[src/include/r2t_consts.svh]
// Overview of operation
// - Reserved bits ignore writes, read zero
// - Frequency: nine bits, 10 kHz per count
// - Power-on delay 16 bits, 100 us steps
// - Soft start only after delay expires
// - Rise count paces soft-start, margin-high
// - Each step lasts (count+3) times 50 ns
// - Power-off delay only at soft-off
// - Fall count paces soft-off, margin-low
// - Readback nine bits, 6.25 mV per count
// - Select bit picks rail 1 or 2
`ifndef R2T_CONSTS_SVH
`define R2T_CONSTS_SVH
`define R2T_OFS_FREQ 8'h33
`define R2T_OFS_TON_DLY 8'h60
`define R2T_OFS_RISE 8'h61
`define R2T_OFS_TOFF_DLY 8'h64
`define R2T_OFS_FALL 8'h65
`define R2T_OFS_VOUT 8'h8B
`define R2T_FREQ_MASK 16'h01FF
`define R2T_SLEW_MASK 16'h07FF
`define R2T_VOUT_MASK 16'h01FF
`define R2T_RST_FREQ 16'h0032
`define R2T_RST_DLY 16'h0000
`define R2T_RST_SLEW 16'h0000
`define R2T_CLK_NS 10
`define R2T_TICK_US 100
`define R2T_TICK_CYC ((`R2T_TICK_US * 1000) / `R2T_CLK_NS)
`define R2T_STEP_NS 50
`define R2T_STEP_CYC (`R2T_STEP_NS / `R2T_CLK_NS)
`define R2T_STEP_EXTRA 3
`endif

[src/include/r2t_pkg.sv]
package r2t_pkg;
  // Sequencer states, Gray coded along off->delay->ramp->on->off-delay->fall
  typedef enum logic [2:0] {
    R2T_OFF = 3'b000,
    R2T_ON_DLY = 3'b001,
    R2T_RAMP_UP = 3'b011,
    R2T_ON = 3'b010,
    R2T_OFF_DLY = 3'b110,
    R2T_RAMP_DN = 3'b111
  } r2t_state_t;
endpackage

[src/hdl/r2t_regs.sv]
`include "r2t_consts.svh"
`default_nettype none
// Rail 2 timing registers and power sequencer
module r2t_regs
  import r2t_pkg::*;
(
  input wire logic mclk,
  input wire logic sys_rst,
  input wire logic cmd_wr,
  input wire logic cmd_rd,
  input wire logic [7:0] cmd_code,
  input wire logic [15:0] cmd_wdata,
  output logic [15:0] cmd_rdata,
  output logic cmd_rvalid,
  output logic cmd_err,
  input wire logic init_done,
  input wire logic enable_pin,
  input wire logic operation_on,
  input wire logic ref_move_up,
  input wire logic ref_move_dn,
  input wire logic readback_select,
  input wire logic [8:0] rail1_sense,
  input wire logic [8:0] rail2_sense,
  output logic [8:0] switch_freq,
  output logic ref_step_up,
  output logic ref_step_dn,
  output logic soft_start,
  output logic rail_on,
  output logic [2:0] seq_state
);
  // Every register of this module outside the tick and sense instances
  // lives in this one struct, so the next-state logic stays in a single process and nothing latches
  typedef struct packed {
    // Host-visible words, reserved bits already cleared
    logic [15:0] freq;
    logic [15:0] ton;
    logic [15:0] rise;
    logic [15:0] toff;
    logic [15:0] fall;
    // Snapshots taken as a sequence starts, so host writes wait their turn
    logic [15:0] ton_act;
    logic [15:0] toff_act;
    logic [10:0] rise_act;
    logic [10:0] fall_act;
    // Down counters for delays and step pacing
    logic [15:0] dly_cnt;
    logic [11:0] step_cnt;
    r2t_state_t state;
    // Two flip-flop synchronisers for the pin levels
    logic en_a;
    logic en_b;
    logic op_a;
    logic op_b;
    logic up_a;
    logic up_b;
    logic dn_a;
    logic dn_b;
    logic ini_a;
    logic ini_b;
    // Read answer and its one-cycle strobes
    logic [15:0] rdata;
    logic rvalid;
    logic err;
    // Registered copies of the outputs
    logic [8:0] freq_out;
    logic sup;
    logic sdn;
    logic ss;
    logic on;
    // Restarts the slow divider in the cycle a delay is loaded
    logic dly_clr;
  } r2t_st_t;
  r2t_st_t st, next_st;
  // Enable pulses from the divider
  logic t100;
  logic t50;
  // Selected and synchronised sense word
  logic [8:0] vout_value;
  // Decoded sequencer conditions
  logic run_req;
  logic dly_done;
  logic step_done;

  // Decode of readable offsets for the read error flag
  function automatic logic is_mapped(input logic [7:0] c);
    is_mapped = (c == `R2T_OFS_FREQ) || (c == `R2T_OFS_TON_DLY) || (c == `R2T_OFS_RISE) ||
      (c == `R2T_OFS_TOFF_DLY) || (c == `R2T_OFS_FALL) || (c == `R2T_OFS_VOUT);
  endfunction

  // The slow enable restarts at every delay load, so no delay is cut short
  // by a divider phase left over from earlier traffic
  r2t_tick u_tick (
    .mclk(mclk),
    .sys_rst(sys_rst),
    .dly_restart(st.dly_clr),
    .tick_100us(t100),
    .tick_50ns(t50)
  );

  // Sense words and the rail selection
  r2t_vsense u_vsense (
    .mclk(mclk),
    .sys_rst(sys_rst),
    .rail1_sense(rail1_sense),
    .rail2_sense(rail2_sense),
    .readback_select(readback_select),
    .vout_value(vout_value)
  );

  // Request to run comes from both pin and operation command
  assign run_req = st.en_b && st.op_b;
  // A delay of zero counts finishes at once
  assign dly_done = (st.dly_cnt == 16'h0);
  assign step_done = (st.step_cnt == 12'h0);

  // Register access, synchronisers and sequencer
  always_comb begin
    next_st = st;
    // Pin levels pass two flip-flops before any logic reads them
    next_st.en_a = enable_pin;
    next_st.en_b = st.en_a;
    next_st.op_a = operation_on;
    next_st.op_b = st.op_a;
    next_st.up_a = ref_move_up;
    next_st.up_b = st.up_a;
    next_st.dn_a = ref_move_dn;
    next_st.dn_b = st.dn_a;
    next_st.ini_a = init_done;
    next_st.ini_b = st.ini_a;
    // Strobes default low every cycle
    next_st.rvalid = 1'b0;
    next_st.err = 1'b0;
    next_st.sup = 1'b0;
    next_st.sdn = 1'b0;
    next_st.dly_clr = 1'b0;
    // Writes: reserved bits are masked away on the way in
    if (cmd_wr) begin
      if (cmd_code == `R2T_OFS_FREQ) begin
        next_st.freq = cmd_wdata & `R2T_FREQ_MASK;
      end else if (cmd_code == `R2T_OFS_TON_DLY) begin
        // Delay words keep all sixteen bits
        next_st.ton = cmd_wdata;
      end else if (cmd_code == `R2T_OFS_RISE) begin
        // Slew words keep only the eleven-bit count
        next_st.rise = cmd_wdata & `R2T_SLEW_MASK;
      end else if (cmd_code == `R2T_OFS_TOFF_DLY) begin
        next_st.toff = cmd_wdata;
      end else if (cmd_code == `R2T_OFS_FALL) begin
        next_st.fall = cmd_wdata & `R2T_SLEW_MASK;
      end else begin
        // Readback and unmapped codes ignore writes
        next_st.err = 1'b1;
      end
    end
    // Reads answer one cycle later; unmapped reads give zero with error
    if (cmd_rd) begin
      next_st.rvalid = 1'b1;
      next_st.rdata = 16'h0000;
      if (cmd_code == `R2T_OFS_FREQ) begin
        next_st.rdata = st.freq;
      end else if (cmd_code == `R2T_OFS_TON_DLY) begin
        next_st.rdata = st.ton;
      end else if (cmd_code == `R2T_OFS_RISE) begin
        next_st.rdata = st.rise;
      end else if (cmd_code == `R2T_OFS_TOFF_DLY) begin
        next_st.rdata = st.toff;
      end else if (cmd_code == `R2T_OFS_FALL) begin
        next_st.rdata = st.fall;
      end else if (cmd_code == `R2T_OFS_VOUT) begin
        next_st.rdata = {7'h00, vout_value};
      end
      if (!is_mapped(cmd_code)) begin
        next_st.err = 1'b1;
      end
    end
    // Frequency follows the register one cycle later; it steers no sequence
    next_st.freq_out = st.freq[8:0];
    // Step pacing counter runs on the 50 ns enable
    if (t50 && !step_done) begin
      next_st.step_cnt = st.step_cnt - 12'h1;
    end
    // Delay counter runs on the 100 us enable; the load cycle skips a stale pulse
    if (t100 && !dly_done && !st.dly_clr) begin
      next_st.dly_cnt = st.dly_cnt - 16'h1;
    end
    // Power sequencer
    case (st.state)
      R2T_OFF: begin
        next_st.on = 1'b0;
        next_st.ss = 1'b0;
        // Wait until initialisation ends and both run inputs are high
        if (st.ini_b && run_req) begin
          next_st.ton_act = st.ton;
          next_st.rise_act = st.rise[10:0];
          next_st.fall_act = st.fall[10:0];
          next_st.toff_act = st.toff;
          next_st.dly_cnt = st.ton;
          next_st.dly_clr = 1'b1;
          next_st.state = R2T_ON_DLY;
        end
      end
      R2T_ON_DLY: begin
        // Dropping a run input aborts the delay quietly
        if (!run_req) begin
          next_st.state = R2T_OFF;
        end else if (dly_done) begin
          next_st.ss = 1'b1;
          next_st.step_cnt = {1'b0, st.rise_act} + 12'(`R2T_STEP_EXTRA);
          next_st.state = R2T_RAMP_UP;
        end
      end
      R2T_RAMP_UP: begin
        if (!run_req) begin
          // Soft-off during the ramp still honours the power-off delay
          next_st.ss = 1'b0;
          next_st.toff_act = st.toff;
          next_st.dly_cnt = st.toff;
          next_st.dly_clr = 1'b1;
          next_st.state = R2T_OFF_DLY;
        // Ramp ends when the reference stops rising
        end else if (!st.up_b) begin
          next_st.ss = 1'b0;
          next_st.on = 1'b1;
          next_st.state = R2T_ON;
        end else if (step_done) begin
          next_st.sup = 1'b1;
          next_st.step_cnt = {1'b0, st.rise_act} + 12'(`R2T_STEP_EXTRA);
        end
      end
      R2T_ON: begin
        if (!run_req) begin
          next_st.toff_act = st.toff;
          next_st.dly_cnt = st.toff;
          next_st.fall_act = st.fall[10:0];
          next_st.dly_clr = 1'b1;
          next_st.state = R2T_OFF_DLY;
        // Margin moves pace with the live slew words
        end else if (step_done && st.up_b) begin
          next_st.sup = 1'b1;
          next_st.step_cnt = {1'b0, st.rise[10:0]} + 12'(`R2T_STEP_EXTRA);
        end else if (step_done && st.dn_b) begin
          next_st.sdn = 1'b1;
          next_st.step_cnt = {1'b0, st.fall[10:0]} + 12'(`R2T_STEP_EXTRA);
        end
      end
      // Falling ramp starts once the power-off delay runs out
      R2T_OFF_DLY: begin
        if (dly_done) begin
          next_st.step_cnt = {1'b0, st.fall_act} + 12'(`R2T_STEP_EXTRA);
          next_st.state = R2T_RAMP_DN;
        end
      end
      // Rail is off once the reference stops falling
      R2T_RAMP_DN: begin
        if (!st.dn_b) begin
          next_st.on = 1'b0;
          next_st.state = R2T_OFF;
        end else if (step_done) begin
          next_st.sdn = 1'b1;
          next_st.step_cnt = {1'b0, st.fall_act} + 12'(`R2T_STEP_EXTRA);
        end
      end
      // Unused codes fall back to off
      default: begin
        next_st.state = R2T_OFF;
      end
    endcase
  end

  // State register with reset values
  always_ff @(posedge mclk) begin
    if (sys_rst) begin
      st <= '0;
      st.freq <= `R2T_RST_FREQ;
      st.ton <= `R2T_RST_DLY;
      st.toff <= `R2T_RST_DLY;
      st.rise <= `R2T_RST_SLEW;
      st.fall <= `R2T_RST_SLEW;
      st.state <= R2T_OFF;
    end else begin
      st <= next_st;
    end
  end

  // Outputs come straight from the state register
  assign cmd_rdata = st.rdata;
  assign cmd_rvalid = st.rvalid;
  assign cmd_err = st.err;
  assign switch_freq = st.freq_out;
  assign ref_step_up = st.sup;
  assign ref_step_dn = st.sdn;
  assign soft_start = st.ss;
  assign rail_on = st.on;
  assign seq_state = st.state;
endmodule
`default_nettype wire

[src/hdl/r2t_tick.sv]
`include "r2t_consts.svh"
`default_nettype none
// Divider giving one-cycle enable pulses every 100 us and every 50 ns
module r2t_tick
  import r2t_pkg::*;
(
  input wire logic mclk,
  input wire logic sys_rst,
  input wire logic dly_restart,
  output logic tick_100us,
  output logic tick_50ns
);
  typedef struct packed {
    logic [13:0] slow;
    logic [2:0] fast;
    logic slow_p;
    logic fast_p;
  } r2t_tick_st_t;
  r2t_tick_st_t st, next_st;

  // Counters with terminal pulses; the slow one restarts on a delay load
  always_comb begin
    next_st = st;
    next_st.slow_p = 1'b0;
    next_st.fast_p = 1'b0;
    // Restart keeps the next slow pulse one full period away from a load
    if (dly_restart) begin
      next_st.slow = 14'h0;
    end else if (st.slow == 14'(`R2T_TICK_CYC - 1)) begin
      next_st.slow = 14'h0;
      next_st.slow_p = 1'b1;
    end else begin
      next_st.slow = st.slow + 14'h1;
    end
    if (st.fast == 3'(`R2T_STEP_CYC - 1)) begin
      next_st.fast = 3'h0;
      next_st.fast_p = 1'b1;
    end else begin
      next_st.fast = st.fast + 3'h1;
    end
  end

  always_ff @(posedge mclk) begin
    if (sys_rst) begin
      st <= '0;
    end else begin
      st <= next_st;
    end
  end

  assign tick_100us = st.slow_p;
  assign tick_50ns = st.fast_p;
endmodule
`default_nettype wire

[src/hdl/r2t_vsense.sv]
`include "r2t_consts.svh"
`default_nettype none
// Synchronises both sensed rail voltages and picks one for readback
module r2t_vsense
  import r2t_pkg::*;
(
  input wire logic mclk,
  input wire logic sys_rst,
  input wire logic [8:0] rail1_sense,
  input wire logic [8:0] rail2_sense,
  input wire logic readback_select,
  output logic [8:0] vout_value
);
  typedef struct packed {
    logic [8:0] r1_a;
    logic [8:0] r1_b;
    logic [8:0] r2_a;
    logic [8:0] r2_b;
    logic sel_a;
    logic sel_b;
    // Third sample and accepted words for the stability filter
    logic [8:0] r1_c;
    logic [8:0] r2_c;
    logic [8:0] r1_hold;
    logic [8:0] r2_hold;
    logic [8:0] value;
  } r2t_vs_st_t;
  r2t_vs_st_t st, next_st;

  // Two stage sync; the second stage feeds the stability filter, whose held words feed the mux
  always_comb begin
    next_st = st;
    next_st.r1_a = rail1_sense;
    next_st.r1_b = st.r1_a;
    next_st.r2_a = rail2_sense;
    next_st.r2_b = st.r2_a;
    next_st.sel_a = readback_select;
    next_st.sel_b = st.sel_a;
    next_st.r1_c = st.r1_b;
    next_st.r2_c = st.r2_b;
    // A word is taken only after it held still for two samples, so bits
    // that settle at different edges never mix into one reading
    if (st.r1_b == st.r1_c) begin
      next_st.r1_hold = st.r1_b;
    end
    if (st.r2_b == st.r2_c) begin
      next_st.r2_hold = st.r2_b;
    end
    next_st.value = st.sel_b ? st.r1_hold : st.r2_hold;
  end

  always_ff @(posedge mclk) begin
    if (sys_rst) begin
      st <= '0;
    end else begin
      st <= next_st;
    end
  end

  assign vout_value = st.value;
endmodule
`default_nettype wire

[config.mk]
export PLATFORM = sky130hd
export DESIGN_NAME = r2t_regs
export DESIGN_NICKNAME = d
export VERILOG_FILES = /design/src/include/r2t_pkg.sv /design/src/hdl/r2t_regs.sv /design/src/hdl/r2t_tick.sv /design/src/hdl/r2t_vsense.sv
export VERILOG_INCLUDE_DIRS = /design/src /design/src/include
export SDC_FILE = /design/constraint.sdc
export NUM_CORES = 1
export LEC_CHECK = 0
export ABC_AREA = 1
export BUFFER_PORTS_ARGS = -buffer_cell sky130_fd_sc_hd__buf_2
export CORE_MARGIN = 4
export CORE_UTILIZATION = 55
export CTS_BUF_LIST = sky130_fd_sc_hd__clkbuf_16
export DETAILED_ROUTE_END_ITERATION = 7
export PLACE_DENSITY = 0.76
export SYNTH_ARGS = -nofsm -noshare
export SYNTH_HDL_FRONTEND = slang
export SYNTH_SLANG_ARGS = --single-unit
[constraint.sdc]
create_clock -name mclk -period 1.77 [get_ports mclk]
set_input_delay 0.0885 -clock mclk [delete_from_list [all_inputs] [get_ports mclk]]
set_output_delay 0.0885 -clock mclk [all_outputs]
set_load 0.1 [all_outputs]
==> results.md <==
- The run finished, with violations left.
- The final reports fail on setup timing.
- The area of all sequential standard cells is 5230 um2.
- The worst hold path belongs to the class primary input to register.
- For the worst flop-to-flop path, the logic depth is 11.
- Compared with the post-synthesis result, the final layout area differs by 22.7%.
- The total number of placement rows is 54.
- Buffers placed on the I/O ports in this run total 85.
- In the final routed layout, each cell accounts on average for 16.0 um.
- Synthesis produced a netlist with a net count of 1828.
- For the pin with the worst max-slew slack, the measured transition is 0.530 ns.
- In this run the power density over the cells is 873 nW/um2.
- The floorplan step defined a die boundary enclosing ~25000 um2.
- Summing over every cut layer, the via total after detailed routing is between 10000 and 15000.
- The startpoint identified for the worst hold timing path is cmd_code[2].
- The number of antenna violations at the first check in global routing is 0.
- The count of synthesis-stage warnings from yosys is 0.
- The number of violations of the max-capacitance limit is 0.
- Once layout is done, the placed cells without fillers occupy ~15000 um2.
- Summed over all cells, the static leakage comes to 6.81 nW.
- The highest ir drop seen on vdd is 887 uV.
- After clock tree synthesis, the clock-pin slew on the worst setup and hold paths is 0.07 ns.
- The violation count after the first detailed-routing iteration is 1011.
- STA classifies the critical path endpoint as a register.
- The ratio of routed vias to standard cells is roughly 5.4.
- STA classifies the critical path startpoint as a register.
- Summed over all nets, the half-perimeter wirelength after detailed placement is 25300 um.
- The fraction of the mapped netlist area in adder cells is 1.10%.
- The combinational family with the most area after synthesis is simple AND/OR/NAND/NOR gates.
- The number of cells on the worst hold path is 4.
- The number of nets in the layout is roughly 2000.
- The mux cell area share after synthesis is 0%.
- Setup violations remaining at the end of the flow were counted as 4.
- The commonest non-fill, non-tap cell in the layout is sky130_fd_sc_hd__nand2_1.
- The H-tree depth is 1.
- The mean instance size in the synthesized netlist is approximately 7.1 um2.
- The worst endpoint data arrival time is between 2 and 2.5 ns.
- The number of different library cells used by synthesis comes to between 50 and 60.
- The worst flop-to-flop path startpoint is st[45].
- Of the total synthesized cell area, the portion taken by XOR and XNOR cells is ~2.5%.
- The flip-flop and latch count after synthesis is 260.
- The post-route clock period utilization is 103%.
- The insertion delay of the later-clocked pin in the worst-skew pair is 0.53 ns.
- The largest fanout of any net on the critical path is 7.
- The slack of the critical path is -0.0597 ns.
- The synthesized netlist devotes 16.3% of its cell area to compound gates.
- The number of CTS-inserted buffers is 26.
- The required time reported for the critical path endpoint is 2.16 ns.
- Counting along the longest clock path gives a buffer depth of 3.
- The smallest clock period supported by the final layout is computed as 1.83 ns.
- For this run, asynchronously set or reset flops after synthesis account for 0%.
- The initial utilization of the core area, before any placement, comes to 56.6%.
- In the synthesized netlist the dominant register cell turns out to be sky130_fd_sc_hd__dfxtp_1.
- The number of hold violations in the final report is 0.
- The maximum operating frequency is 547 MHz.
- The total routing resource utilization after global routing is 28.0%.
- The number of max-slew violations in the final report is 0.
- Fill cells in the final layout number roughly 1800.
- Setup repair after global routing could not meet its margin everywhere.
- The top-level I/O count is 86.
- For this run, design rule violations remaining after detail routing come to 0.
- The setup slack on the worst flop-to-flop path is -0.06 ns.
- The wire length of the first global-routing pass is 56800 um.
- In the layout the commonest cells are 285 x sky130_fd_sc_hd__nand2_1, 244 x sky130_fd_sc_hd__dfxtp_1, 238 x sky130_fd_sc_hd__inv_1.
- The via count of the first global-routing pass is between 10000 and 15000.
- Summing all multi-input logic gate instances after layout gives 6030 um2.
- The antenna diode count is 0.
- The number of routed nets with antenna violations is 0.
- The share of the yosys chip area belonging to registers is about two fifths.
- Wires add up to 36000 um.
- Once layout is complete, the utilization of the core stands at between 60% and 70%.
- Of the cells placed in the final design, the portion with a size suffix greater than 1 is 20.1%.
- The x dimension of the die is 159 um.
- For hold timing, the worst endpoint is cmd_err.
- The maximum number of pins on one net before global-route repair is slightly above 100.
- Headroom to the max-slew limit came out at approximately two thirds.
- After routing, the total negative slack on setup checks comes to -0.127 ns.
- The height of the die is 159 um.
- The synthesized netlist occupies a cell area of about 12000 um2.
- TritonCTS built the clock tree.
- The instance area after placement is 13600 um2.
- The number of sinks handled by clock tree synthesis is 260.
- The cell count after synthesis is 1765.
- The pre-antenna-repair detailed-routing pass consisted of 5 iterations.
- The startpoint-to-endpoint class of the critical path is register to register.
- In this run, synthesis inferred 0 flip-flops with an integrated enable.
- The area fraction in and, or, nand and nor cells after synthesis is 26.1%.
- Global routing finished with a remaining overflow of 0.
- Routability-driven placement finished with a final weighted congestion of 0.976.
- Clock tree synthesis selected as its root buffer the cell sky130_fd_sc_hd__clkbuf_16.
- Across the routed clock network, the largest skew measured is 0.0142 ns.
- In this run the standard cell core region covers approximately 22000 um2.
- The worst register-to-register path ends at st[48].
[synthesized netlist by cell type (8+ instances only)]
master | number | area [um2]
sky130_fd_sc_hd__o21ai_0 | 127 | 636
sky130_fd_sc_hd__o211ai_1 | 17 | 128
sky130_fd_sc_hd__nand2_2 | 10 | 62.6
sky130_fd_sc_hd__o21ai_1 | 20 | 100
sky130_fd_sc_hd__nand3_1 | 103 | 515
sky130_fd_sc_hd__or2_2 | 8 | 50.1
sky130_fd_sc_hd__buf_2 | 12 | 60.1
sky130_fd_sc_hd__a21oi_1 | 173 | 866
sky130_fd_sc_hd__nand4_1 | 13 | 81.3
sky130_fd_sc_hd__clkbuf_1 | 39 | 146
sky130_fd_sc_hd__xnor2_1 | 9 | 78.8
sky130_fd_sc_hd__inv_2 | 14 | 52.6
sky130_fd_sc_hd__xor2_1 | 27 | 236
sky130_fd_sc_hd__a31oi_1 | 11 | 68.8
sky130_fd_sc_hd__inv_1 | 248 | 931
sky130_fd_sc_hd__nor3_1 | 34 | 170
sky130_fd_sc_hd__ha_1 | 11 | 138
sky130_fd_sc_hd__dfxtp_1 | 260 | 5200
sky130_fd_sc_hd__nand2_1 | 294 | 1100
sky130_fd_sc_hd__buf_4 | 31 | 233
sky130_fd_sc_hd__nor2_1 | 210 | 788
sky130_fd_sc_hd__nor2_2 | 11 | 68.8
[repair_timing]
item	4_1_cts	5_1_grt
setup buffers	2	10
resized for setup	20	91
endpoints found under the setup margin	21	49
pin swaps	8	34
endpoints found under the hold margin	91	0
hold buffers	44	0
[stage by stage]
stage | setup slack [ns] | power [mW] | cells | hold WS [ns]
after floorplan | 0.0159 | 7.38 | 1765 | 0.195
after global placement | -0.117 | 7.86 | 2149 | 0.288
after detailed placement | -0.144 | 7.89 | 2149 | 0.295
after CTS | -0.0585 | 13.2 | 2240 | 0.0281
after global routing | -0.145 | 13.9 | 2249 | 0.116
final | -0.0597 | 13.4 | 2249 | 0.0371
[critical path, cell delays in order, from the launching register on]
cell and delay [ns]:
sky130_fd_sc_hd__dfxtp_2 0.33, sky130_fd_sc_hd__inv_2 0.07, sky130_fd_sc_hd__ha_4 0.15, sky130_fd_sc_hd__nand3_4 0.10, sky130_fd_sc_hd__nor2_8 0.17, sky130_fd_sc_hd__nand3_4 0.12
sky130_fd_sc_hd__nand2_2 0.09, sky130_fd_sc_hd__nand3_2 0.08, sky130_fd_sc_hd__nor2_4 0.22, sky130_fd_sc_hd__nand2_2 0.11, sky130_fd_sc_hd__o21ai_1 0.15, sky130_fd_sc_hd__a21oi_1 0.11
[routing by layer]
metal	wire length, um	GRT usage (%)	vias up
li1	-	-	6007
met1	15700	37.7	5523
met2	16500	46.5	443
met3	2790	5.16	72
met4	1020	7.43	0
met5	0	0	-
[cell families (layout without fill, tap and decap cells)]
group / Yosys count / count (layout)
buffers and inverters: 357 / 561
adder cells (fa/ha/maj): 11 / 11
XOR/XNOR: 36 / 36
flip-flops: 260 / 260
AO/OA/AOI/OAI: 378 / 378
AND/OR/NAND/NOR: 723 / 723
[worst max-delay path by stage]
stage / slack (ns) / cells past startpoint / startpoint / endpoint
4_1_cts: -0.06 / 12 / st[46] / st[54]
6_report: -0.06 / 11 / st[45] / st[48]
5_1_grt: -0.15 / 12 / st[45] / st[54]
3_3_place_gp: -0.12 / 11 / st[159] / st[53]
2_1_floorplan: 0.02 / 12 / st[45] / st[54]
3_5_place_dp: -0.14 / 11 / st[159] / st[53]
[flip-flops by register name, summed over array words and instances, names as in the netlist]
signal / cells
u_tick.tick_50ns: 1
st: 110
u_vsense.vout_value: 9
u_vsense.next_st: 37
soft_start: 1
seq_state: 3
cmd_err: 1
cmd_rvalid: 1
u_tick.st: 17
switch_freq: 9
u_vsense.st: 37
ref_step_up: 1
rail_on: 1
next_st: 14
u_tick.tick_100us: 1
cmd_rdata: 16
ref_step_dn: 1
[area by class of cell]
| type | instances | area share, % |
|---|---|---|
| clock buffers | 27 | 4.42 |
| well taps | 280 | 2.29 |
| inverters | 268 | 6.74 |
| clock inverters | 18 | 0.818 |
| multi-input cells | 1148 | 39.4 |
| flip-flops and latches | 260 | 34.2 |
| repair buffers | 248 | 12.2 |
[power by group]
part	switching [mW]	total, mW	internal (mW)
registers	0.119	6.17	6.05
logic	1.17	1.90	0.724
clock network	2.26	5.28	3.02
total	3.56	13.4	9.80
Power figures use the tool's default switching activity.
